`config.mk`:
```
export PLATFORM = sky130hd
export DESIGN_NAME = wdsc_top
export DESIGN_NICKNAME = d
export VERILOG_FILES = /design/src/wdsc_pkg.sv /design/src/wdsc_top.sv /design/src/wdsc_prescaler.sv /design/src/wdsc_period_cnt.sv
export VERILOG_INCLUDE_DIRS = /design/src
export SDC_FILE = /design/constraint.sdc
export NUM_CORES = 1
export LEC_CHECK = 0
export ABC_AREA = 0
export BUFFER_PORTS_ARGS = -buffer_cell sky130_fd_sc_hd__buf_2
export CAP_MARGIN = 20
export CORE_MARGIN = 2
export CORE_UTILIZATION = 50
export DETAILED_ROUTE_END_ITERATION = 12
export PLACE_DENSITY = 0.83
export SYNTH_ARGS = -nofsm -noshare
export SYNTH_HDL_FRONTEND = slang
export SYNTH_HIERARCHICAL = 1
export SYNTH_SLANG_ARGS = --single-unit
```
`constraint.sdc`:
```
create_clock -name core_clk_i -period 4.1 [get_ports core_clk_i]
set_input_delay 0.615 -clock core_clk_i [delete_from_list [all_inputs] [get_ports core_clk_i]]
set_output_delay 0.615 -clock core_clk_i [all_outputs]
set_load 0.1 [all_outputs]
```
`src/wdsc_regs.svh`:
```
`ifndef WDSC_REGS_SVH
`define WDSC_REGS_SVH

// register addresses on the plain register port
`define WDSC_ADDR_W 14
`define WDSC_OPTION_OFS 14'h0081
`define WDSC_CONFIG_OFS 14'h2007
`define WDSC_STATUS_OFS 14'h0003

// timer option control layout and reset value
`define WDSC_OPTION_RST 8'hFF
`define WDSC_OPT_ASSIGN_BIT 3
`define WDSC_OPT_RATE_HI 2
`define WDSC_OPT_RATE_LO 0

// configuration word layout
`define WDSC_CFG_SUP_EN_BIT 2

// status layout: both flags are active low
`define WDSC_STAT_PD_BIT 3
`define WDSC_STAT_TO_BIT 4

// program counter width and interrupt vector
`define WDSC_PC_W 13
`define WDSC_IRQ_VECTOR 13'h0004
`define WDSC_PC_STEP 13'h0001

// nominal supervisor period without prescaler, and core clock rate
`define WDSC_TIMEOUT_US 18000
`define WDSC_CLK_MHZ 10

`endif

```
`src/wdsc_pkg.sv`:
```
package wdsc_pkg;

  // power state of the device
  typedef enum logic [1:0] {
    WDSC_RUN = 2'b00,
    WDSC_SLEEP = 2'b01
  } wdsc_state_e;

  // interrupt sources able to wake the device from sleep
  typedef struct packed {
    logic edge_irq_pin;
    logic port_change;
    logic eeprom_done;
  } wdsc_irq_s;

endpackage

```
`src/wdsc_top.sv`:
```
`timescale 1ns/1ps
`default_nettype none
`include "wdsc_regs.svh"

// Notes on behaviour
// - without prescaler the supervisor expires after about 18 ms of its own count.
// - option register can hand the prescaler to the supervisor, up to 1:128.
// - clear op and sleep op reset supervisor count and its assigned prescaler.
// - every supervisor expiry clears the active-low timeout flag.
// - option register resets to all ones; bit 3 assign, bits 2..0 rate.
// - sleep clears supervisor, clears powerdown flag, sets timeout flag, stops oscillator.
// - pins hold their drive state throughout sleep.
// - supervisor reset is internal only; reset pin is never driven low.
// - sleep ends only on reset pin, enabled supervisor expiry or enabled interrupts.
// - peripherals on stopped phase clocks cannot wake the device.
// - reset pin wake is full reset; other wakes continue execution.
// - sleep op prefetches the instruction at the next program address.
// - wake needs the source enable set; global enable does not gate it.
// - global enable set means run next instruction then vector to 0004h.
// - pending enabled interrupt makes sleep a no-op with no side effects.
// - interrupt during or after sleep lets sleep complete, then wakes immediately.
// - expiry resets the device when running and wakes it when sleeping.
// - configuration enable bit at 0 disables the supervisor permanently.
// - flags show cause: 11 power-on, 01 supervisor reset, 00 supervisor wake.
module wdsc_top
  import wdsc_pkg::*;
#(
  parameter int TIMEOUT_CYCLES = `WDSC_TIMEOUT_US * `WDSC_CLK_MHZ
) (
  input wire logic core_clk_i,
  input wire logic srst_i,
  input wire logic master_reset_pin_n_i,
  input wire logic [7:0] cfg_word_i,
  input wire logic [`WDSC_ADDR_W-1:0] reg_addr_i,
  input wire logic [7:0] reg_wdata_i,
  input wire logic reg_we_i,
  input wire logic reg_re_i,
  output logic [7:0] reg_rdata_o,
  input wire logic sleep_op_i,
  input wire logic clear_supervisor_op_i,
  input wire logic [`WDSC_PC_W-1:0] pc_i,
  input wire wdsc_irq_s irq_enable_i,
  input wire wdsc_irq_s irq_flag_i,
  input wire logic global_irq_enable_i,
  output logic core_reset_o,
  output logic reset_pin_out_o,
  output logic reset_pin_oe_o,
  output logic osc_driver_en_o,
  output logic io_hold_o,
  output logic sleeping_o,
  output logic wake_o,
  output logic irq_vector_req_o,
  output logic [`WDSC_PC_W-1:0] vector_addr_o,
  output logic [`WDSC_PC_W-1:0] prefetch_addr_o,
  output logic timeout_flag_n_o,
  output logic powerdown_flag_n_o,
  output logic [7:0] option_o
);

  generate
    if (TIMEOUT_CYCLES < 2) begin : g_bad_timeout
      $error("TIMEOUT_CYCLES must be at least two");
    end
  endgenerate

  wdsc_state_e state_reg;
  wdsc_state_e state_next;
  logic master_reset_pin_n_meta_reg;
  logic master_reset_pin_n_sync_reg;
  logic [7:0] option_reg;
  logic timeout_flag_n_reg;
  logic powerdown_flag_n_reg;
  logic core_reset_reg;
  logic osc_en_reg;
  logic io_hold_reg;
  logic sleeping_reg;
  logic wake_reg;
  logic vector_req_reg;
  logic [`WDSC_PC_W-1:0] prefetch_reg;
  logic [7:0] rdata_reg;
  logic pin_oe_reg;
  logic [`WDSC_PC_W-1:0] vector_addr_reg;

  logic master_reset_pin_n_low;
  logic sup_enable;
  logic irq_pending;
  logic sleep_take;
  logic clear_take;
  logic sup_clear;
  logic pre_tick;
  logic expire;
  logic expire_reset;
  logic expire_wake;
  logic irq_wake;
  logic option_reset;

  // reset pin is asynchronous to the core clock; first stage feeds only the second
  always_ff @(posedge core_clk_i) begin
    if (srst_i) begin
      master_reset_pin_n_meta_reg <= 1'b1;
      master_reset_pin_n_sync_reg <= 1'b1;
    end else begin
      master_reset_pin_n_meta_reg <= master_reset_pin_n_i;
      master_reset_pin_n_sync_reg <= master_reset_pin_n_meta_reg;
    end
  end

  assign master_reset_pin_n_low = !master_reset_pin_n_sync_reg;
  assign sup_enable = cfg_word_i[`WDSC_CFG_SUP_EN_BIT];

  // only sources still clocked in sleep are wired in; the timer flag is not
  // individual enables gate, global enable does not
  assign irq_pending = |(irq_enable_i & irq_flag_i);

  // sleep with an enabled interrupt already pending completes as a no-op
  assign sleep_take = (state_reg == WDSC_RUN) && sleep_op_i && !irq_pending
                      && !master_reset_pin_n_low;
  assign clear_take = (state_reg == WDSC_RUN) && clear_supervisor_op_i && !master_reset_pin_n_low;

  // a device reset also restarts the supervisor from zero
  assign sup_clear = sleep_take || clear_take || master_reset_pin_n_low;

  wdsc_prescaler u_prescaler (
    .core_clk_i(core_clk_i),
    .srst_i(srst_i),
    .clr_i(sup_clear),
    .assign_i(option_reg[`WDSC_OPT_ASSIGN_BIT]),
    .rate_i(option_reg[`WDSC_OPT_RATE_HI:`WDSC_OPT_RATE_LO]),
    .tick_o(pre_tick)
  );

  // the count keeps running in sleep because it never depends on the oscillator
  wdsc_period_cnt #(
    .CYCLES(TIMEOUT_CYCLES)
  ) u_period (
    .core_clk_i(core_clk_i),
    .srst_i(srst_i),
    .clr_i(sup_clear),
    .run_i(sup_enable),
    .tick_i(pre_tick),
    .expire_o(expire)
  );

  // expiry resets when running, wakes when sleeping
  assign expire_reset = expire && (state_reg == WDSC_RUN);
  assign expire_wake = expire && (state_reg == WDSC_SLEEP);
  assign irq_wake = (state_reg == WDSC_SLEEP) && irq_pending && !master_reset_pin_n_low;

  // every reset source returns the option register to all ones
  assign option_reset = master_reset_pin_n_low || expire_reset;

  // power state
  always_comb begin
    state_next = state_reg;
    case (state_reg)
      WDSC_RUN: begin
        if (sleep_take) begin
          state_next = WDSC_SLEEP;
        end
      end
      WDSC_SLEEP: begin
        // only the reset pin, expiry or an enabled source leaves sleep
        if (master_reset_pin_n_low || expire_wake || irq_wake) begin
          state_next = WDSC_RUN;
        end
      end
      default: begin
        state_next = WDSC_RUN;
      end
    endcase
  end

  always_ff @(posedge core_clk_i) begin
    if (srst_i) begin
      state_reg <= WDSC_RUN;
    end else begin
      state_reg <= state_next;
    end
  end

  // outputs that mirror the power state, kept as their own flops
  always_ff @(posedge core_clk_i) begin
    if (srst_i) begin
      sleeping_reg <= 1'b0;
      osc_en_reg <= 1'b1;
      io_hold_reg <= 1'b0;
    end else begin
      sleeping_reg <= (state_next == WDSC_SLEEP);
      osc_en_reg <= (state_next != WDSC_SLEEP);
      io_hold_reg <= (state_next == WDSC_SLEEP);
    end
  end

  // timeout flag: expiry wins over any set in the same cycle
  always_ff @(posedge core_clk_i) begin
    if (srst_i) begin
      timeout_flag_n_reg <= 1'b1;
    end else if (expire) begin
      timeout_flag_n_reg <= 1'b0;
    end else if (clear_take || sleep_take) begin
      timeout_flag_n_reg <= 1'b1;
    end
  end

  // powerdown flag: untouched by expiry and by the reset pin
  always_ff @(posedge core_clk_i) begin
    if (srst_i) begin
      powerdown_flag_n_reg <= 1'b1;
    end else if (sleep_take) begin
      powerdown_flag_n_reg <= 1'b0;
    end else if (clear_take) begin
      powerdown_flag_n_reg <= 1'b1;
    end
  end

  // timer option control, written over the register port
  always_ff @(posedge core_clk_i) begin
    if (srst_i || option_reset) begin
      option_reg <= `WDSC_OPTION_RST;
    end else if (reg_we_i && (reg_addr_i == `WDSC_OPTION_OFS)) begin
      option_reg <= reg_wdata_i;
    end
  end

  // read data stands one cycle after the strobe; unmapped reads give zero
  always_ff @(posedge core_clk_i) begin
    if (srst_i) begin
      rdata_reg <= 8'h00;
    end else if (reg_re_i) begin
      case (reg_addr_i)
        `WDSC_OPTION_OFS: begin
          rdata_reg <= option_reg;
        end
        `WDSC_CONFIG_OFS: begin
          rdata_reg <= cfg_word_i;
        end
        `WDSC_STATUS_OFS: begin
          rdata_reg <= 8'h00;
          rdata_reg[`WDSC_STAT_TO_BIT] <= timeout_flag_n_reg;
          rdata_reg[`WDSC_STAT_PD_BIT] <= powerdown_flag_n_reg;
        end
        default: begin
          rdata_reg <= 8'h00;
        end
      endcase
    end else begin
      rdata_reg <= 8'h00;
    end
  end

  // internal reset: held while the pin is low, one pulse on running expiry
  always_ff @(posedge core_clk_i) begin
    if (srst_i) begin
      core_reset_reg <= 1'b0;
    end else begin
      core_reset_reg <= master_reset_pin_n_low || expire_reset;
    end
  end

  // the reset pin is an input only; the supervisor never pulls it
  always_ff @(posedge core_clk_i) begin
    if (srst_i) begin
      pin_oe_reg <= 1'b0;
    end else begin
      pin_oe_reg <= 1'b0;
    end
  end

  // wake without reset: core continues with the prefetched instruction
  always_ff @(posedge core_clk_i) begin
    if (srst_i) begin
      wake_reg <= 1'b0;
      vector_req_reg <= 1'b0;
    end else begin
      wake_reg <= (expire_wake || irq_wake) && !master_reset_pin_n_low;
      // vector only for interrupts, and only with global enable set
      vector_req_reg <= irq_wake && global_irq_enable_i;
    end
  end

  // vector address sits in a flop so every output leaves a register
  always_ff @(posedge core_clk_i) begin
    if (srst_i) begin
      vector_addr_reg <= `WDSC_IRQ_VECTOR;
    end else begin
      vector_addr_reg <= `WDSC_IRQ_VECTOR;
    end
  end

  // next address is latched when sleep really executes
  always_ff @(posedge core_clk_i) begin
    if (srst_i) begin
      prefetch_reg <= '0;
    end else if (sleep_take) begin
      prefetch_reg <= pc_i + `WDSC_PC_STEP;
    end
  end

  assign reg_rdata_o = rdata_reg;
  assign core_reset_o = core_reset_reg;
  assign reset_pin_out_o = pin_oe_reg;
  assign reset_pin_oe_o = pin_oe_reg;
  assign osc_driver_en_o = osc_en_reg;
  assign io_hold_o = io_hold_reg;
  assign sleeping_o = sleeping_reg;
  assign wake_o = wake_reg;
  assign irq_vector_req_o = vector_req_reg;
  assign vector_addr_o = vector_addr_reg;
  assign prefetch_addr_o = prefetch_reg;
  assign timeout_flag_n_o = timeout_flag_n_reg;
  assign powerdown_flag_n_o = powerdown_flag_n_reg;
  assign option_o = option_reg;

endmodule

`default_nettype wire

```
`src/wdsc_prescaler.sv`:
```
`timescale 1ns/1ps
`default_nettype none

module wdsc_prescaler (
  input wire logic core_clk_i,
  input wire logic srst_i,
  input wire logic clr_i,
  input wire logic assign_i,
  input wire logic [2:0] rate_i,
  output logic tick_o
);

  logic [6:0] div_reg;
  logic [6:0] mask;

  // free running divider, cleared together with the supervisor count
  always_ff @(posedge core_clk_i) begin
    if (srst_i || clr_i) begin
      div_reg <= 7'h00;
    end else begin
      div_reg <= div_reg + 7'h01;
    end
  end

  // rate n gives one tick every 2^n cycles; unassigned means 1:1
  always_comb begin
    mask = 7'h00;
    if (assign_i) begin
      mask = 7'((8'h01 << rate_i) - 8'h01);
    end
    tick_o = ((div_reg & mask) == mask) && !clr_i;
  end

endmodule

`default_nettype wire

```
`src/wdsc_period_cnt.sv`:
```
`timescale 1ns/1ps
`default_nettype none

module wdsc_period_cnt #(
  parameter int CYCLES = 180000
) (
  input wire logic core_clk_i,
  input wire logic srst_i,
  input wire logic clr_i,
  input wire logic run_i,
  input wire logic tick_i,
  output logic expire_o
);

  localparam int CW = $clog2(CYCLES);

  generate
    if (CYCLES < 2) begin : g_bad
      $error("period count must be at least two");
    end
  endgenerate

  logic [CW-1:0] cnt_reg;

  assign expire_o = run_i && tick_i && !clr_i && (cnt_reg == CW'(CYCLES - 1));

  // counts prescaled ticks; wraps after expiry so a missed clear repeats
  always_ff @(posedge core_clk_i) begin
    if (srst_i || clr_i || !run_i) begin
      cnt_reg <= '0;
    end else if (expire_o) begin
      cnt_reg <= '0;
    end else if (tick_i) begin
      cnt_reg <= cnt_reg + CW'(1);
    end
  end

endmodule

`default_nettype wire

```
Yosys cells after proc, flatten, opt, wreduce, memory -nomap -nowiden
Cells that the tools add are included.

$add $sub $neg: 4. Equal/unequal tests: 8. Shift-type cells: 1. Muxes and demuxes: 9. Bitwise gates (word level): 3. Reductions and logical operators: 35.

Operators with widths (number): 8-bit case mux with 3 select lines (1); 18-bit by 1-bit adder with 18-bit output, second input constant (1); 18-bit == test, second input constant (1); 1-bit logical AND (16); 14-bit == test, second input constant (1); 14-bit by 2-bit == test with 1-bit output, second input constant (1); 14-bit by 8-bit == test with 1-bit output, second input constant (1); 13-bit by 1-bit adder with 13-bit output, second input constant (1); 1-bit logical OR (9); 7-bit by 1-bit adder with 7-bit output, second input constant (1); 7-bit AND (1); 7-bit == test (1); 7-bit two-way mux (1); 1-bit by 3-bit << shifter with 7-bit output, first input constant (1); 7-bit by 1-bit subtractor with 7-bit output, second input constant (1); 2-bit by 1-bit == test with 1-bit output, second input constant (2); 1-bit logical NOT (4); 1-bit two-way mux (4); 2-bit two-way mux (2); 2-bit case mux with 2 select lines (1); 2-bit nonzero test (2); 2-bit OR reduction (2); 3-bit AND (1); 3-bit OR reduction (1); other kinds (3) (3).

Bits in registers: 65. Output and inout port bits: 52.

Logic depth before layout (Yosys ltp)
Word-level depth: 18. Depth in mapped cells: 13. Depth with buffers taken out: 11.

Cells and area by module
Netlist, hierarchy kept.

Modules (own cells, without submodules): wdsc_top (times used 1, cells each 210, area an instance 1854.3 um2); wdsc_period_cnt (times used 1, cells each 96, area an instance 882.1 um2); wdsc_prescaler (times used 1, cells each 42, area an instance 352.8 um2).

Least setup slack after synthesis
Ideal clock, no wire load.

Kind: in2reg. From: in sleep_op_i. To: reg option_reg[0], in the netlist option_o[0]. Data arrival time: 3.170 ns. Slack: 0.865 ns. Stages: 11. Cell sequence: nor4bb_1 -> and3_1 -> clkbuf_1 -> clkbuf_1 -> a31oi_1 -> nand2_1 -> nor4_2 -> nand4_2 -> nor3_1 -> a21oi_1 -> nand3_1.

Word-level cells in the longest chain between the ends: 13.

RTL lines: from (decl) (line wdsc_top.sv:39) `input wire logic sleep_op_i,`; 1-bit logical AND (2 in a row) (line wdsc_top.sv:116) `assign sleep_take = (state_reg == WDSC_RUN) && sleep_op_i && !irq_pending`; 1-bit logical AND (line wdsc_top.sv:117) `&& !master_reset_pin_n_low;`; 1-bit logical OR (2 in a row) (line wdsc_top.sv:121) `assign sup_clear = sleep_take || clear_take || master_reset_pin_n_low;`; net sup_clear (line wdsc_top.sv:89) `logic sup_clear;`; 1-bit logical NOT (line wdsc_prescaler.sv:31) `tick_o = ((div_reg & mask) == mask) && !clr_i;`; 1-bit logical AND (line wdsc_prescaler.sv:31); net pre_tick (line wdsc_top.sv:90) `logic pre_tick;`; 1-bit logical AND (3 in a row) (line wdsc_period_cnt.sv:25) `assign expire_o = run_i && tick_i && !clr_i && (cnt_reg == CW'(CYCLES - 1));`; net expire (line wdsc_top.sv:91) `logic expire;`; 1-bit logical AND (line wdsc_top.sv:145) `assign expire_reset = expire && (state_reg == WDSC_RUN);`; 1-bit logical OR (line wdsc_top.sv:150) `assign option_reset = master_reset_pin_n_low || expire_reset;`; 1-bit logical OR (line wdsc_top.sv:218) `if (srst_i || option_reset) begin`; to (signal assigned) (line wdsc_top.sv:219) `` option_reg <= `WDSC_OPTION_RST; ``; to (signal assigned) (line wdsc_top.sv:221) `option_reg <= reg_wdata_i;`; to (decl) (line wdsc_top.sv:70) `logic [7:0] option_reg;`.

The timed path passes the listed nets, and every way through them passes these cells. A chain may end at the register's enable or synchronous reset.

Final worst setup path
From: reg master_reset_pin_n_sync_reg. To: reg option_reg[4], in the netlist option_o[4].

Word-level cells in the longest chain between the ends: 11.

RTL lines: from (decl) (line wdsc_top.sv:69) `logic master_reset_pin_n_sync_reg;`; from (signal assigned) (line wdsc_top.sv:104) `master_reset_pin_n_sync_reg <= master_reset_pin_n_meta_reg;`; 1-bit logical AND, on equally long branches (line wdsc_top.sv:118, wdsc_top.sv:117); 1-bit logical OR (line wdsc_top.sv:121); 1-bit logical OR * (line wdsc_top.sv:121); net sup_clear (line wdsc_top.sv:89); 1-bit logical NOT * (line wdsc_prescaler.sv:31); 1-bit logical AND * (line wdsc_prescaler.sv:31); net pre_tick (line wdsc_top.sv:90); 1-bit logical AND * (3 in a row) (line wdsc_period_cnt.sv:25); net expire (line wdsc_top.sv:91); 1-bit logical AND * (line wdsc_top.sv:145); 1-bit logical OR * (line wdsc_top.sv:150); 1-bit logical OR * (line wdsc_top.sv:218).

Mark *: on every way through the listed nets, which the timed path passes. The rest lies on a longest branch.

==> summary.txt <==
Final layout
  – Filler Cell Count: 513
  – Number of flip-flops in the largest register: 18
  – Post-layout net count: 498
  – Fraction of final layout cells with drive strength greater than 1: 0.2935
  – Non-Filler Instances: 518
  – Seq. cell area: 1301 sq um
  – Area of the multi-input gates: about 1600 sq um
  – Area growth syn-to-layout: 22.32%
  – Antenna cells: 0

Hold path
  – Classification of the worst-slack hold path: reg -> reg

Routing
  – Starting DRC count in detailed routing: 162
  – Mean number of vias per cell: 5.363
  – First-pass detailed-route iteration total: 4
  – Post-route DRC: 0
  – Total vias in the final route: 2778
  – DR WL/cell: 13.31 um
  – Number of nets with antenna violations after detailed routing: 0
  – Detailed Route WL: 6.893 mm

Logic synthesis
  – Post-synthesis average cell area: 8.877 sq um
  – Cell variety after synth: 52
  – Cell types with the highest counts after synthesis: 65 x dfxtp_1, 50 x nor2_1, 27 x nand3_1
  – Number of enable flip-flop cells after synthesis: 0
  – Gate count of the mapped netlist: 348
  – Post-synth top area share: 0.4212
  – Async S/R FF share, synth: 0
  – Sequential element share of the synthesized area: 0.4212
  – Number of synthesized register bits: 65
  – Cell type with the highest aggregate area in the netlist: dfxtp_1
  – Most used DFF post-synth: dfxtp_1
  – Leading cell types by total area after synthesis: dfxtp_1 42%, xnor2_1 6.2%, nor2_1 6.1%, nand3_1 4.4%, buf_4 4.1%
  – Count of synthesis-stage warnings from yosys: 6
  – Most frequently used cell type in the post-synthesis netlist: dfxtp_1
  – Cell area after technology mapping: 3089 sq um

Power
  – Proportion of power drawn by combinational gates: 0.140
  – Leak Pwr: 1.480 nW
  – Ratio of total power to cell area: just over 400 nW/um^2
  – Largest voltage drop on the vdd net: 0.2767 mV
  – Internal power: around 0.0011 W
  – Total net switching power: 0.0004190 W
  – Flop pwr share: 0.416
  – Sw frac: 0.2681
  – Clock power frac: 0.443

Setup path
  – CP Data Arrival Time: 3450 ps
  – Buf/Inv on CP: 0
  – Type of origin of the critical path: register
  – Top fanout value on the critical path: 9
  – CP endpoint kind: register
  – Cell family with the largest share of critical-path delay: simple AND/OR/NAND/NOR gates
  – Worst setup path category: reg -> reg
  – Endpoint required time on the critical path: around 4400 ps
  – Cell type of the slowest stage on the worst timing path: nor4_2
  – Largest stage delay on the critical path: between 500 and 600 ps
  – Cells traversed along the worst timing path: nor4bb_1, and3_1, a31oi_1, nand2_1, nor4_2, nand4_2, nor3_1, a21oi_1, nand3_1

Placed design
  – Number of port buffers: 93
  – GP Congestion: 0.8748
  – Detail Placement HPWL: roughly 5.1 mm
  – Placed cell count: 502

Die
  – Total number of placement rows: 28
  – Die span in y: 82.60 um
  – Core ar.: slightly below 6000 sq um
  – Die outline area: 6823 sq um
  – Number of placed I/O pins: approximately 110
  – Die outline width: 82.60 um
  – Initial cell density of the core: 0.5187

STA
  – Portion of the clock cycle consumed by the worst path in the final layout: 0.7737
  – Crit path time final: 3172 ps
  – Final count of negative-setup-slack endpoints: 0
  – Clock Skew: 9.755 ps
  – Highest achievable clock rate: 315.3 MHz
  – Max-slew violation total from the final report: 0
  – Final setup TNS: 0 ps
  – Headroom to the max-slew limit: 0.4445
  – RSZ-0062 raised after global routing: false
  – Worst-Margin Slew: 827.0 ps
  – Final hold violations: 0

Clocking
  – Maximum root-to-sink buffer count: 2
  – Number of buffers added by the clock tree synthesis step: 9
  – Post-CTS clock slew at the launch and capture registers of the worst setup and hold paths: 70 ps
  – H-tree Lvls: 3
  – Setup repair bufs after CTS: 0
  – Clock tree root driver cell: clkbuf_8
  – Cts repair resizes: 0
  – CTS Hold Bufs: 0
  – CTS tree: yes
  – Clock latency reported for the late side of the worst-skew pair: 350 ps
  – Total number of clock tree sinks: 65

GRT
  – Number of global-route vias before repair: 2358
  – First-pass GRT wire length: 10.55 mm
  – Remaining global-route overflow: 0
  – GRT Overall Usage: 0.2048
  – Pin count of the biggest net entering global routing: 28
  – Number of antenna violations at the first check in global routing: 0

Run
  – # Max-Cap Violations: 0

Run status
  – Run status: finished clean
cell families (layout without fill, tap and decap cells):
kind of cell / count (synthesis) / in the layout / synth area share
mux: 2 / 2 / 0.006481
fa+ha+maj: 3 / 3 / 0.01215
simple gates: 155 / 155 / 0.2843
buf+inv: 37 / 118 / 0.07209
compound gates: 53 / 53 / 0.1134
other cells: 2 / 16 / 0.002431
flops: 65 / 65 / 0.4212
xor+xnor: 31 / 31 / 0.08789
power groups by stage:
| stage | Clock (W) | Sequential [W] | Combinational [W] |
|---|---|---|---|
| 5_1_grt | 0.000732 | 0.000652 | 0.000233 |
| 3_5_place_dp | 0 | 0.000665 | 0.000220 |
| 4_1_cts | 0.000705 | 0.000651 | 0.000220 |
| 2_1_floorplan | 0 | 0.000720 | 0.000126 |
| 6_report | 0.000692 | 0.000651 | 0.000219 |
| 3_3_place_gp | 0 | 0.000664 | 0.000217 |
per-layer routing:
| layer | share of wire | wire length [um] | up-vias | GRT usage |
|---|---|---|---|---|
| met1 | 0.43 | 2955 | 1274 | 0.2485 |
| met4 | 0.027 | 188 | 0 | 0.1230 |
| met3 | 0.065 | 446 | 15 | 0.04130 |
| met2 | 0.48 | 3302 | 106 | 0.3339 |
| li1 | - | - | 1383 | - |
| met5 | 0 | 0 | - | 0 |
cell type report:
class / count / area share
Inverter: 8 / 0.007947
Multi-Input combinational cell: 260 / 0.4281
Sequential cell: 65 / 0.3444
Clock inverter: 4 / 0.02583
Clock buffer: 12 / 0.04371
Tap cell: 75 / 0.02483
Timing Repair Buffer: 94 / 0.1252
placed cells by master, fill, tap and decap left out, drive strengths merged, types with 3 or more instances in the layout:
cell	count
buf	94
dfxtp	65
nor2	50
nand3	28
xnor2	22
nand2	16
conb	16
o21ai	15
a211oi	12
clkbuf	12
nor4	11
a22oi	9
xor2	9
a21oi	9
nor3	9
nand4	9
inv	8
or2	6
and3	5
nor3b	3
nor2b	3
ha	3
bufinv	3
or3	3
through the flow:
step	power (W)	instance area, sq um	hold slack, ps	worst slack, ps	utilization
5_1_grt	0.001617	3779	445.8	655.8	0.6345
3_5_place_dp	0.0008844	3516	407.6	651.7	0.5903
3_3_place_gp	0.0008812	3516	392.7	912.0	0.5903
6_report	0.001563	3779	422.9	927.9	0.6345
4_1_cts	0.001576	3779	425.4	961.5	0.6345
2_1_floorplan	0.0008462	3142	389.5	864.7	-
path summary, 6_finish.rpt:
path | startpoint | endpoint | slack (ps) | cells past startpoint
setup / recovery | master_reset_pin_n_sync_reg$_SDFF_PP1_ | option_o[4]$_SDFFE_PP1P_ | 930 | 9
hold / removal | master_reset_pin_n_meta_reg$_SDFF_PP1_ | master_reset_pin_n_sync_reg$_SDFF_PP1_ | 420 | 1
setup reg to reg | master_reset_pin_n_sync_reg$_SDFF_PP1_ | option_o[4]$_SDFFE_PP1P_ | 930 | 9
hold reg to reg | master_reset_pin_n_meta_reg$_SDFF_PP1_ | master_reset_pin_n_sync_reg$_SDFF_PP1_ | 420 | 1
Note: power is estimated with default switching activity, not from simulation.
